<file path="src/sbcc_pkg.sv">
package sbcc_pkg;
    // ****************************************
    // Bus geometry
    // ****************************************
    localparam int ADDR_W = 18;
    localparam int DATA_W = 32;
    localparam int REG_W = 8;

    // ****************************************
    // Register indices, byte address is four times the index
    // ****************************************
    localparam logic [15:0] IDX_MODE = 16'hff60;
    localparam logic [15:0] IDX_CTRL = 16'hff61;
    localparam logic [15:0] IDX_IRQ_STAT = 16'hff70;
    localparam logic [15:0] IDX_IRQ_MASK = 16'hff71;
    localparam logic [ADDR_W-1:0] ADDR_MODE = {IDX_MODE, 2'b00};
    localparam logic [ADDR_W-1:0] ADDR_CTRL = {IDX_CTRL, 2'b00};
    localparam logic [ADDR_W-1:0] ADDR_IRQ_STAT = {IDX_IRQ_STAT, 2'b00};
    localparam logic [ADDR_W-1:0] ADDR_IRQ_MASK = {IDX_IRQ_MASK, 2'b00};

    // ****************************************
    // Control register fields
    // ****************************************
    localparam int CB_STOP_TRIG = 0;
    localparam int CB_START_TRIG = 1;
    localparam int CB_STOP_SEEN = 2;
    localparam int CB_START_SEEN = 3;
    localparam int CB_ACK_FORCE = 4;
    localparam int CB_ACK_AUTO = 5;
    localparam int CB_ACK_SEEN = 6;
    localparam int CB_BUSY_EN = 7;
    localparam logic [REG_W-1:0] CTRL_RESET = 8'h00;
    localparam logic [REG_W-1:0] CTRL_RO_MASK = 8'h4c;

    // ****************************************
    // Mode register fields
    // ****************************************
    localparam int MB_CH_EN = 7;
    localparam logic [REG_W-1:0] MODE_RESET = 8'h00;
    localparam logic [REG_W-1:0] MODE_RO_MASK = 8'h40;

    // ****************************************
    // Interrupt status and mask fields
    // ****************************************
    localparam int IRQ_W = 3;
    localparam int IB_START = 0;
    localparam int IB_STOP = 1;
    localparam int IB_ACK = 2;
    localparam logic [IRQ_W-1:0] IRQ_RESET = 3'h0;
endpackage

</file>
<file path="src/bus_event_if.sv">
`timescale 1ns/100ps
`default_nettype none
interface bus_event_if;
    logic start_det;
    logic stop_det;
    logic scl_fall;
    logic scl_lvl;
    logic sda_lvl;

    modport src (
        output start_det,
        output stop_det,
        output scl_fall,
        output scl_lvl,
        output sda_lvl
    );
    modport dst (
        input start_det,
        input stop_det,
        input scl_fall,
        input scl_lvl,
        input sda_lvl
    );
endinterface
`default_nettype wire

</file>
<file path="src/serial_bus_condition_control.sv">
`timescale 1ns/100ps
`default_nettype none
module serial_bus_condition_control
    import sbcc_pkg::*;
(
    input wire logic clk, // System clock, 20 MHz
    input wire logic rst, // Async reset, high
    input wire logic ce, // Clock enable, freezes state when low
    input wire logic [ADDR_W-1:0] paddr, // APB address
    input wire logic psel, // APB select
    input wire logic penable, // APB enable
    input wire logic pwrite, // APB direction
    input wire logic [DATA_W-1:0] pwdata, // APB write data
    output logic [DATA_W-1:0] prdata, // APB read data
    output logic pready, // APB ready
    output logic pslverr, // APB error, unmapped address
    input wire logic xfer_start, // Transfer start instruction, pulse
    input wire logic addr_mismatch, // Received address missed, pulse
    input wire logic ack_detect, // Acknowledge seen after transfer, pulse
    input wire logic scl_in, // Clock line level
    input wire logic sda_in, // Data line level
    output logic sda_out, // Data line drive value
    output logic sda_oe, // Data line pull-down enable
    output logic channel_enable, // Channel enable level
    output logic irq // Interrupt, level
);
    // ****************************************
    // Declarations
    // ****************************************
    logic [1:0] pins_s;
    logic [REG_W-1:0] ctrl_reg;
    logic [REG_W-1:0] ctrl_next;
    logic [REG_W-1:0] mode_reg;
    logic [REG_W-1:0] mode_next;
    logic sol_reg;
    logic sol_next;
    logic [IRQ_W-1:0] stat_reg;
    logic [IRQ_W-1:0] stat_next;
    logic [IRQ_W-1:0] mask_reg;
    logic [IRQ_W-1:0] mask_next;
    logic [DATA_W-1:0] prdata_reg;
    logic [DATA_W-1:0] prdata_next;
    logic pready_reg;
    logic pready_next;
    logic pslverr_reg;
    logic pslverr_next;
    logic sda_oe_reg;
    logic sda_oe_next;
    logic irq_reg;
    logic irq_next;
    logic access;
    logic commit;
    logic hit_mode;
    logic hit_ctrl;
    logic hit_stat;
    logic hit_mask;
    logic mapped;
    logic wr_mode;
    logic wr_ctrl;
    logic wr_mask;
    logic rd_stat;
    logic en;
    logic [REG_W-1:0] ctrl_wval;

    bus_event_if ev ();

    // ****************************************
    // Pin synchronisers and condition detector
    // ****************************************
    pin_sync #(
        .WIDTH(2)
    ) u_sync (
        .clk(clk),
        .rst(rst),
        .ce(ce),
        .pin_in({scl_in, sda_in}),
        .pin_sync_out(pins_s)
    );

    bus_cond_detect u_det (
        .clk(clk),
        .rst(rst),
        .ce(ce),
        .scl_s(pins_s[1]),
        .sda_s(pins_s[0]),
        .ev(ev.src)
    );

    // ****************************************
    // APB decode
    // ****************************************
    // One wait state: the data is registered at the same edge that pready rises
    assign access = ce & psel & penable & ~pready_reg;
    assign commit = ce & psel & penable & pready_reg;
    assign hit_mode = (paddr == ADDR_MODE);
    assign hit_ctrl = (paddr == ADDR_CTRL);
    assign hit_stat = (paddr == ADDR_IRQ_STAT);
    assign hit_mask = (paddr == ADDR_IRQ_MASK);
    assign mapped = hit_mode | hit_ctrl | hit_stat | hit_mask;
    assign wr_mode = commit & pwrite & hit_mode;
    assign wr_ctrl = commit & pwrite & hit_ctrl;
    assign wr_mask = commit & pwrite & hit_mask;
    assign rd_stat = commit & ~pwrite & hit_stat;
    assign en = mode_reg[MB_CH_EN];

    always_comb begin
        pready_next = pready_reg;
        pslverr_next = pslverr_reg;
        prdata_next = prdata_reg;
        if (ce) begin
            pready_next = psel & penable & ~pready_reg;
            pslverr_next = access & ~mapped;
            // Writes and unmapped reads return zero data
            if (access) begin
                prdata_next = '0;
                if (pwrite) begin
                    prdata_next = '0;
                end else if (hit_mode) begin
                    prdata_next[REG_W-1:0] = mode_reg & ~MODE_RO_MASK;
                end else if (hit_ctrl) begin
                    prdata_next[REG_W-1:0] = ctrl_reg;
                end else if (hit_stat) begin
                    prdata_next[IRQ_W-1:0] = stat_reg;
                end else if (hit_mask) begin
                    prdata_next[IRQ_W-1:0] = mask_reg;
                end
            end
        end
    end

    always_ff @(posedge clk or posedge rst) begin
        if (rst) begin
            pready_reg <= 1'b0;
            pslverr_reg <= 1'b0;
            prdata_reg <= '0;
        end else begin
            pready_reg <= pready_next;
            pslverr_reg <= pslverr_next;
            prdata_reg <= prdata_next;
        end
    end

    // ****************************************
    // Mode register
    // ****************************************
    always_comb begin
        mode_next = mode_reg;
        if (wr_mode) begin
            mode_next = pwdata[REG_W-1:0] & ~MODE_RO_MASK;
        end
    end

    always_ff @(posedge clk or posedge rst) begin
        if (rst) begin
            mode_reg <= MODE_RESET;
        end else begin
            mode_reg <= mode_next;
        end
    end

    // ****************************************
    // Control register and output latch
    // ****************************************
    // Read-only bits keep their value across a write
    assign ctrl_wval = (pwdata[REG_W-1:0] & ~CTRL_RO_MASK) | (ctrl_reg & CTRL_RO_MASK);

    always_comb begin
        ctrl_next = ctrl_reg;
        sol_next = sol_reg;
        if (ce) begin
            // Triggers self-clear once the latch shows their effect
            if (ctrl_reg[CB_STOP_TRIG] & sol_reg) begin
                ctrl_next[CB_STOP_TRIG] = 1'b0;
            end
            if (ctrl_reg[CB_START_TRIG] & ~sol_reg) begin
                ctrl_next[CB_START_TRIG] = 1'b0;
            end
            // Start trigger wins when both are set
            if (ctrl_reg[CB_START_TRIG]) begin
                sol_next = 1'b0;
            end else if (ctrl_reg[CB_STOP_TRIG]) begin
                sol_next = 1'b1;
            end
            // Clearing events first, so a same-cycle set wins
            if (xfer_start | addr_mismatch) begin
                ctrl_next[CB_STOP_SEEN] = 1'b0;
            end
            if (xfer_start | ev.stop_det) begin
                ctrl_next[CB_START_SEEN] = 1'b0;
            end
            if (xfer_start) begin
                ctrl_next[CB_ACK_SEEN] = 1'b0;
                ctrl_next[CB_ACK_FORCE] = 1'b0;
            end
            if (ev.scl_fall) begin
                ctrl_next[CB_ACK_FORCE] = 1'b0;
            end
            if (wr_ctrl) begin
                ctrl_next[CB_STOP_TRIG] = ctrl_wval[CB_STOP_TRIG];
                ctrl_next[CB_START_TRIG] = ctrl_wval[CB_START_TRIG];
                ctrl_next[CB_ACK_FORCE] = ctrl_wval[CB_ACK_FORCE];
                ctrl_next[CB_ACK_AUTO] = ctrl_wval[CB_ACK_AUTO];
                ctrl_next[CB_BUSY_EN] = ctrl_wval[CB_BUSY_EN];
            end
            if (ev.stop_det) begin
                ctrl_next[CB_STOP_SEEN] = 1'b1;
            end
            if (ev.start_det) begin
                ctrl_next[CB_START_SEEN] = 1'b1;
            end
            if (ack_detect) begin
                ctrl_next[CB_ACK_SEEN] = 1'b1;
            end
            // A stopped channel forces every status and one-shot bit low
            if (~en) begin
                ctrl_next[CB_STOP_TRIG] = 1'b0;
                ctrl_next[CB_START_TRIG] = 1'b0;
                ctrl_next[CB_STOP_SEEN] = 1'b0;
                ctrl_next[CB_START_SEEN] = 1'b0;
                ctrl_next[CB_ACK_SEEN] = 1'b0;
                ctrl_next[CB_ACK_FORCE] = 1'b0;
            end
        end
    end

    always_ff @(posedge clk or posedge rst) begin
        if (rst) begin
            ctrl_reg <= CTRL_RESET;
            sol_reg <= 1'b1;
        end else begin
            ctrl_reg <= ctrl_next;
            sol_reg <= sol_next;
        end
    end

    // ****************************************
    // Data line drive
    // ****************************************
    // Open drain: only ever pulls low; the latch at one releases the line unless CB_ACK_FORCE is set
    always_comb begin
        sda_oe_next = sda_oe_reg;
        if (ce) begin
            sda_oe_next = en & (~sol_next | ctrl_next[CB_ACK_FORCE]);
        end
    end

    always_ff @(posedge clk or posedge rst) begin
        if (rst) begin
            sda_oe_reg <= 1'b0;
        end else begin
            sda_oe_reg <= sda_oe_next;
        end
    end

    // ****************************************
    // Interrupt status and mask
    // ****************************************
    always_comb begin
        stat_next = stat_reg;
        mask_next = mask_reg;
        irq_next = irq_reg;
        if (ce) begin
            if (rd_stat) begin
                stat_next = IRQ_RESET;
            end
            // Set after clear so an event in the read cycle is kept
            if (ev.start_det & en) begin
                stat_next[IB_START] = 1'b1;
            end
            if (ev.stop_det & en) begin
                stat_next[IB_STOP] = 1'b1;
            end
            if (ack_detect & en) begin
                stat_next[IB_ACK] = 1'b1;
            end
            if (wr_mask) begin
                mask_next = pwdata[IRQ_W-1:0];
            end
            irq_next = |(stat_next & mask_next);
        end
    end

    always_ff @(posedge clk or posedge rst) begin
        if (rst) begin
            stat_reg <= IRQ_RESET;
            mask_reg <= IRQ_RESET;
            irq_reg <= 1'b0;
        end else begin
            stat_reg <= stat_next;
            mask_reg <= mask_next;
            irq_reg <= irq_next;
        end
    end

    // ****************************************
    // Outputs
    // ****************************************
    assign prdata = prdata_reg;
    assign pready = pready_reg;
    assign pslverr = pslverr_reg;
    assign sda_out = 1'b0;
    assign sda_oe = sda_oe_reg;
    assign channel_enable = mode_reg[MB_CH_EN];
    assign irq = irq_reg;
endmodule // serial_bus_condition_control
`default_nettype wire

</file>
<file path="src/pin_sync.sv">
`timescale 1ns/100ps
`default_nettype none
module pin_sync #(
    parameter int WIDTH = 2
) (
    input wire logic clk, // System clock
    input wire logic rst, // Async reset, high
    input wire logic ce, // Clock enable
    input wire logic [WIDTH-1:0] pin_in, // Raw pin levels
    output logic [WIDTH-1:0] pin_sync_out // Two-flop synchronised levels
);
    if (WIDTH < 1) begin : g_bad_width
        $error("pin_sync: WIDTH must be at least 1");
    end

    // ****************************************
    // Two flops per bit; first stage is read only by the second
    // ****************************************
    genvar i;
    generate
        for (i = 0; i < WIDTH; i++) begin : g_bit
            logic meta_reg;
            logic meta_next;
            logic sync_reg;
            logic sync_next;
            always_comb begin
                meta_next = ce ? pin_in[i] : meta_reg;
                sync_next = ce ? meta_reg : sync_reg;
            end
            // Idle bus level is high, so reset to one
            always_ff @(posedge clk or posedge rst) begin
                if (rst) begin
                    meta_reg <= 1'b1;
                    sync_reg <= 1'b1;
                end else begin
                    meta_reg <= meta_next;
                    sync_reg <= sync_next;
                end
            end
            assign pin_sync_out[i] = sync_reg;
        end
    endgenerate
endmodule // pin_sync
`default_nettype wire

</file>
<file path="src/bus_cond_detect.sv">
`timescale 1ns/100ps
`default_nettype none
module bus_cond_detect (
    input wire logic clk, // System clock
    input wire logic rst, // Async reset, high
    input wire logic ce, // Clock enable
    input wire logic scl_s, // Synchronised clock line
    input wire logic sda_s, // Synchronised data line
    bus_event_if.src ev // Detected bus events
);
    logic scl_d_reg;
    logic scl_d_next;
    logic sda_d_reg;
    logic sda_d_next;

    always_comb begin
        scl_d_next = ce ? scl_s : scl_d_reg;
        sda_d_next = ce ? sda_s : sda_d_reg;
    end

    always_ff @(posedge clk or posedge rst) begin
        if (rst) begin
            scl_d_reg <= 1'b1;
            sda_d_reg <= 1'b1;
        end else begin
            scl_d_reg <= scl_d_next;
            sda_d_reg <= sda_d_next;
        end
    end

    // ****************************************
    // Conditions: data edge while clock stays high
    // ****************************************
    // Clock must be high before and after, so a clock edge never masquerades
    assign ev.start_det = ce & scl_s & scl_d_reg & sda_d_reg & ~sda_s;
    assign ev.stop_det = ce & scl_s & scl_d_reg & ~sda_d_reg & sda_s;
    assign ev.scl_fall = ce & scl_d_reg & ~scl_s;
    assign ev.scl_lvl = scl_s;
    assign ev.sda_lvl = sda_s;
endmodule // bus_cond_detect
`default_nettype wire

</file>
<file path="config.mk">
export PLATFORM = sky130hd
export DESIGN_NAME = serial_bus_condition_control
export DESIGN_NICKNAME = d
export VERILOG_FILES = /design/src/sbcc_pkg.sv /design/src/bus_event_if.sv /design/src/serial_bus_condition_control.sv /design/src/pin_sync.sv /design/src/bus_cond_detect.sv
export SDC_FILE = /design/constraint.sdc
export NUM_CORES = 1
export LEC_CHECK = 0
export BUFFER_PORTS_ARGS = -buffer_cell sky130_fd_sc_hd__buf_2
export CAP_MARGIN = 20
export CORE_UTILIZATION = 35
export DETAILED_ROUTE_END_ITERATION = 10
export GPL_TIMING_DRIVEN = 0
export PLACE_DENSITY_LB_ADDON = 0.3
export SLEW_MARGIN = 40
export SYNTH_ARGS = -nofsm -noshare
export SYNTH_HDL_FRONTEND = slang
export SYNTH_HIERARCHICAL = 1
export SYNTH_SLANG_ARGS = --single-unit
export TNS_END_PERCENT = 5
</file>
<file path="constraint.sdc">
create_clock -name clk -period 2.45 [get_ports clk]
set_clock_uncertainty 0.2 [all_clocks]
set_input_delay 0.1225 -clock clk [delete_from_list [all_inputs] [get_ports clk]]
set_output_delay 0.1225 -clock clk [all_outputs]
set_load 0.02 [all_outputs]
</file>
==> metrics.csv, run 1 <==
stage,metric,value,unit
pwr,Leak,1.47,nW
timing,Min Hold Slack,0.0244,ns
timing,fin crit period,2.18,ns
clock_tree,clk_lat worst skew,0.29,ns
global_route,largest net degree at the start of global routing,35,
timing,RSZ-0062 raised after global routing,no,
critical_path,"Slowest-stage cell, CP",or4b_4,
pwr,Peak VDD IR,0.236,mV
placed_design,# port buffers,47,
placed_design,Post-DP Area,2730,um2
clock_tree,maximum root-to-sink buffer count,2,
layout,final core occ,0.465,
hold_path,worst min-delay path class,input port to flip-flop,
critical_path,CP endpoint kind,flip-flop,
critical_path,Worst Path Required,2.43,ns
critical_path,critical-path cell list,nand4_1 > or2_1 > or4b_4 > buf_6 > mux2_4,
timing,Rel. slew slack,0.528,
routing,DR pass1 iterations,4,
critical_path,CP bufs+invs,1,
critical_path,Setup CP Type,flip-flop to flip-flop,
floorplan,Initial Utilization,0.362,
layout,Fillers,647,
global_route,Total GRT Usage,0.151,
critical_path,Worst path top cell family by delay,simple AND/OR/NAND/NOR gates,
outcome,status,finished clean,
global_route,vias in the first global route,1720,
clock_tree,Max H-tree Level,2,
routing,Avg WL per Cell,13.0,um
global_route,first-pass GRT wire length,8.25,mm
routing,final wirelength,4.98,mm
run,max_cap viols,0,
floorplan,Boundary Pins,99,
critical_path,Critical Path Fanout Max,7,
clock_tree,TritonCTS Buffers,5,
timing,final period utilization,0.891,
global_route,antenna violations before repair,0,
floorplan,Chip Height,83.0,um
layout,Antenna Cells,0,
clock_tree,CTS resizes,0,
floorplan,Core Footprint,6350,um2
clock_tree,# hold bufs at CTS,10,
pwr,pwr dens,510,nW/um2
timing,"Slew Viols, Final",0,
routing,Starting DRT DRC Count,69,
yosys,Post-Syn Area,2300,um2
placed_design,Final GP Congestion,0.856,
placed_design,Placed Cells incl. Taps,365,
timing,Peak Freq,0.458,GHz
layout,most frequent cells in the layout,"buf_2, dfrtp_1, buf_4",
critical_path,"slowest stage delay, CP",0.50,ns
placed_design,dpl hpwl,3.92,mm
layout,cell area after layout,2950,um2
floorplan,full die area,6890,um2
global_route,total grt overflow,0,
critical_path,Critical Path Source Type,flip-flop,
layout,layout cells sized above 1,0.389,
yosys,Post-Synthesis Cells,217,
timing,Setup Viol. Count Final,0,
layout,"commonest non-fill, non-tap cell in the layout",buf_2,
routing,Detail Route Antenna Nets,0,
yosys,Yosys warning count,6,
timing,Slew @ Worst Pin,0.706,ns
clock_tree,CTS tree,done,
clock_tree,"CTS clk-pin slew, worst paths",0.07,ns
placed_design,pre-CTS WS,0.166,ns
clock_tree,postcts setup bufs,0,
layout,Non-Filler Instances,383,
timing,sum of negative setup slack,0,ns
floorplan,row cnt,29,
routing,vias per cell,4.67,
timing,setup slack after layout,0.267,ns
routing,Residual DRC,0,
clock_tree,Root Buffer,clkbuf_8,
pwr,Tot Pwr,1.51,mW
layout,multi-input logic area,1110,um2
layout,Layout area overhead,28.5,%
clock_tree,clk sinks,40,
routing,via count,1787,
floorplan,die width,83.0,um
layout,sequential standard cell area,1010,um2
layout,nets@finish,366,
critical_path,Critical Path AT,2.17,ns
yosys,synthesized area per cell,10.6,um2
timing,final-report hold violation count,0,
per-layer routing:
layer  track usage  part of all wire
met1         0.206              0.48
met2         0.236              0.46
met3        0.0447             0.051
met4        0.0361            0.0084
met5             0                 0
where the power goes:
part	internal [mW]	total, mW	switching [mW]
clock network	0.359	0.587	0.227
logic	0.0980	0.214	0.116
registers	0.692	0.705	0.0130
final cells by class:
class                           count  share of cell area
Clock buffer                        7              0.0326
Tap cell                           77              0.0326
Sequential cell                    40               0.342
Timing Repair Buffer               57               0.114
Multi-Input combinational cell    156               0.375
Clock inverter                      1              0.0102
Buffer                             33              0.0788
Inverter                           12              0.0153
path summary, 6_finish.rpt:
kind                       slack [ns]               to       from  cells after the start
setup / recovery                 0.27      mode_reg[7]     pready                      5
hold / removal                   0.02        prdata[3]     pwrite                      3
setup reg to reg                 0.27      mode_reg[7]     pready                      5
max in group asynchronous        1.29          pslverr        rst                      3
hold reg to reg                  0.28        prdata[1]  prdata[1]                      2
min in group asynchronous        0.22  u_det/sda_d_reg        rst                      3
worst register-to-register path, cell delays in order, from the launching register on:
cell and delay (ns):
dfrtp_1 0.37, nand4_1 0.19, or2_1 0.36, or4b_4 0.50
buf_6 0.16, mux2_4 0.30
Note: power is estimated with default switching activity, not from simulation.
==> run 2: changes to the inputs <==
CORE_UTILIZATION = 30   (was 35)
TNS_END_PERCENT = 10   (was 5)
clock period = 1.8 ns   (was 2.45 ns; I/O delays follow)
==> run 2 against run 1 <==
The flow now finishes with violations (setup timing). Non-clock buffer count is 3 higher. Clock power rose by 2%. Routed wire length increased by 2.5%. First-iteration DRC count grew 43%. Global-route usage is 1.5 points lower. Total power increased by 24%. Register-to-register slack worse by 0.49 ns. Critical path depth shrank 1. Combinational power is 41% higher. Cell count is 6.5% higher. Design area increased by 2.4%. Critical path type unchanged. Highest routed layer unchanged.
==> metrics.csv, run 2 (same netlist as run 1, synthesis figures left out) <==
stage,metric,value,unit,change
floorplan,Core Footprint,7330,um2,was 6350 um2
global_route,total grt overflow,0,,unchanged
critical_path,CP endpoint kind,flip-flop,,unchanged
timing,Slew @ Worst Pin,0.593,ns,was 0.706 ns
clock_tree,Root Buffer,clkbuf_8,,unchanged
global_route,Total GRT Usage,0.136,,was 0.151
routing,final wirelength,5.11,mm,was 4.98 mm
hold_path,worst min-delay path class,input port to flip-flop,,unchanged
layout,Layout area overhead,31.6,%,was 28.5%
routing,DR pass1 iterations,6,,was 4
clock_tree,TritonCTS Buffers,5,,unchanged
pwr,portion of total power attributed to sequential cells,0.515,,was 0.468
clock_tree,"CTS clk-pin slew, worst paths",0.07,ns,about the same
critical_path,Worst path top cell family by delay,simple AND/OR/NAND/NOR gates,,unchanged
placed_design,Final GP Congestion,0.771,,was 0.856
global_route,vias in the first global route,1640,,was 1720
pwr,pwr dens,616,nW/um2,was 510 nW/um2
timing,final-report hold violation count,0,,unchanged
outcome,failing checks,setup timing,,
routing,via count,1790,,was 1787
pwr,Leak,1.50,nW,was 1.47 nW
placed_design,Placed Cells incl. Taps,387,,was 365
layout,nets@finish,369,,was 366
routing,Detail Route Antenna Nets,0,,unchanged
placed_design,# port buffers,47,,unchanged
floorplan,Boundary Pins,99,,unchanged
run,max_cap viols,0,,unchanged
layout,Antenna Cells,0,,unchanged
routing,Avg WL per Cell,12.5,um,was 13.0 um
clock_tree,clk sinks,40,,unchanged
pwr,Pint,1.39,mW,was 1.15 mW
timing,setup slack after layout,-0.223,ns,was 0.267 ns
timing,final period utilization,1.12,,was 0.891
timing,Peak Freq,0.494,GHz,was 0.458 GHz
outcome,status,"complete, but fails checks",,was finished clean
floorplan,die width,89.5,um,was 83.0 um
floorplan,full die area,8020,um2,was 6890 um2
placed_design,pre-CTS WS,-0.422,ns,was 0.166 ns
routing,Starting DRT DRC Count,99,,was 69
floorplan,row cnt,31,,was 29
pwr,Switching Fraction,0.252,,was 0.237
critical_path,CP bufs+invs,0,,was 1
critical_path,Worst Path Required,1.77,ns,was 2.43 ns
critical_path,Critical Path AT,1.99,ns,was 2.17 ns
clock_tree,clk_lat worst skew,0.29,ns,about the same
timing,Setup Viol. Count Final,11,,was 0
clock_tree,Max H-tree Level,2,,unchanged
critical_path,Setup CP Type,flip-flop to flip-flop,,unchanged
routing,vias per cell,4.39,,was 4.67
floorplan,Chip Height,89.5,um,was 83.0 um
critical_path,critical-path cell list,nand4_1 > or2_4 > or4b_4 > mux2_4,,was nand4_1 > or2_1 > or4b_4 > buf_6 > mux2_4
layout,most frequent cells in the layout,"buf_2, dfrtp_1, buf_4",,unchanged
timing,Rel. slew slack,0.604,,was 0.528
timing,fin crit period,2.02,ns,was 2.18 ns
pwr,P_sw,0.468,mW,was 0.356 mW
pwr,Peak VDD IR,0.239,mV,was 0.236 mV
layout,layout cells sized above 1,0.411,,was 0.389
critical_path,"slowest stage delay, CP",0.59,ns,was 0.50 ns
pwr,Tot Pwr,1.86,mW,was 1.51 mW
layout,Non-Filler Instances,408,,was 383
global_route,antenna violations before repair,0,,unchanged
global_route,first-pass GRT wire length,8.14,mm,was 8.25 mm
critical_path,R2R Setup Slk,-0.22,ns,was 0.27 ns
clock_tree,CTS tree,done,,unchanged
timing,RSZ-0062 raised after global routing,yes,,was no
clock_tree,maximum root-to-sink buffer count,2,,unchanged
timing,"Slew Viols, Final",0,,unchanged
critical_path,Critical Path Source Type,flip-flop,,unchanged
critical_path,"Slowest-stage cell, CP",or4b_4,,unchanged
routing,Residual DRC,0,,unchanged
pwr,clock share of power,0.323,,was 0.390
critical_path,Critical Path Fanout Max,7,,unchanged
global_route,largest net degree at the start of global routing,35,,unchanged
placed_design,dpl hpwl,3.93,mm,was 3.92 mm
floorplan,Initial Utilization,0.314,,was 0.362
layout,"commonest non-fill, non-tap cell in the layout",buf_2,,unchanged
pwr,combinational power share,0.162,,was 0.142
-- run 2: metal layers --
layer  global-route usage  share of wire  vias up  wire, um
met2                0.212           0.44       52      2250
li1                     -              -      910         -
met4               0.0390         0.0063        0        32
met1                0.188           0.51      824      2590
met3               0.0314          0.046        4       233
met5                    0              0        -         0
-- run 2: path summary, 6_finish.rpt --
path,depth (start not counted),startpoint,end
worst max register to register,4,pready,mode_reg[7]
max in group asynchronous,3,rst,pready
worst min-delay path,4,xfer_start,ctrl_reg[4]
worst min register to register,2,prdata[2],prdata[2]
min in group asynchronous,3,rst,u_det/sda_d_reg
worst max-delay path,4,pready,mode_reg[7]
-- run 2: area by class of cell --
class / instances / area [um2]
fillers: 725 / 4310
multi-input cells: 156 / 1160
flip-flops and latches: 40 / 1010
repair buffers: 61 / 370
plain buffers: 32 / 221
well taps: 99 / 124
clock buffers: 8 / 90.1
inverters: 12 / 46.3
-- run 2: worst min-delay path, stage by stage --
cell	delay, ns
buf_2	0.10
nor3_1	0.08
a21oi_2	0.12
o22ai_1	0.08
-- run 2: timing repair --
action / in CTS / in global routing
endpoints found under the hold margin: 55 / 0
pin swaps: 5 / 1
hold buffers: 12 / 0
resized for setup: 8 / 4
endpoints found under the setup margin: 19 / 20
setup buffers: 2 / 0
-- run 2: power groups by stage --
stage | registers (mW) | clock network [mW] | logic (mW)
after detailed placement | 0.976 | 0 | 0.277
after global routing | 0.963 | 0.657 | 0.335
final | 0.959 | 0.601 | 0.301
after CTS | 0.959 | 0.630 | 0.302
after global placement | 0.975 | 0 | 0.274
after floorplan | 0.979 | 0 | 0.188
-- run 2: through the flow --
| stage | util | instance area (um2) | setup TNS (ns) | hold WS, ns |
|---|---|---|---|---|
| final | 0.413 | 3020 | -1.83 | 0.0212 |
| after global routing | 0.413 | 3020 | -3.03 | 0.0486 |
| after CTS | 0.411 | 3010 | -1.91 | 0.00464 |
| after detailed placement | 0.376 | 2760 | -7.94 | -0.0456 |
| after global placement | 0.375 | 2750 | -9.70 | -0.0588 |
| after floorplan | - | 2390 | -2.51 | -0.199 |
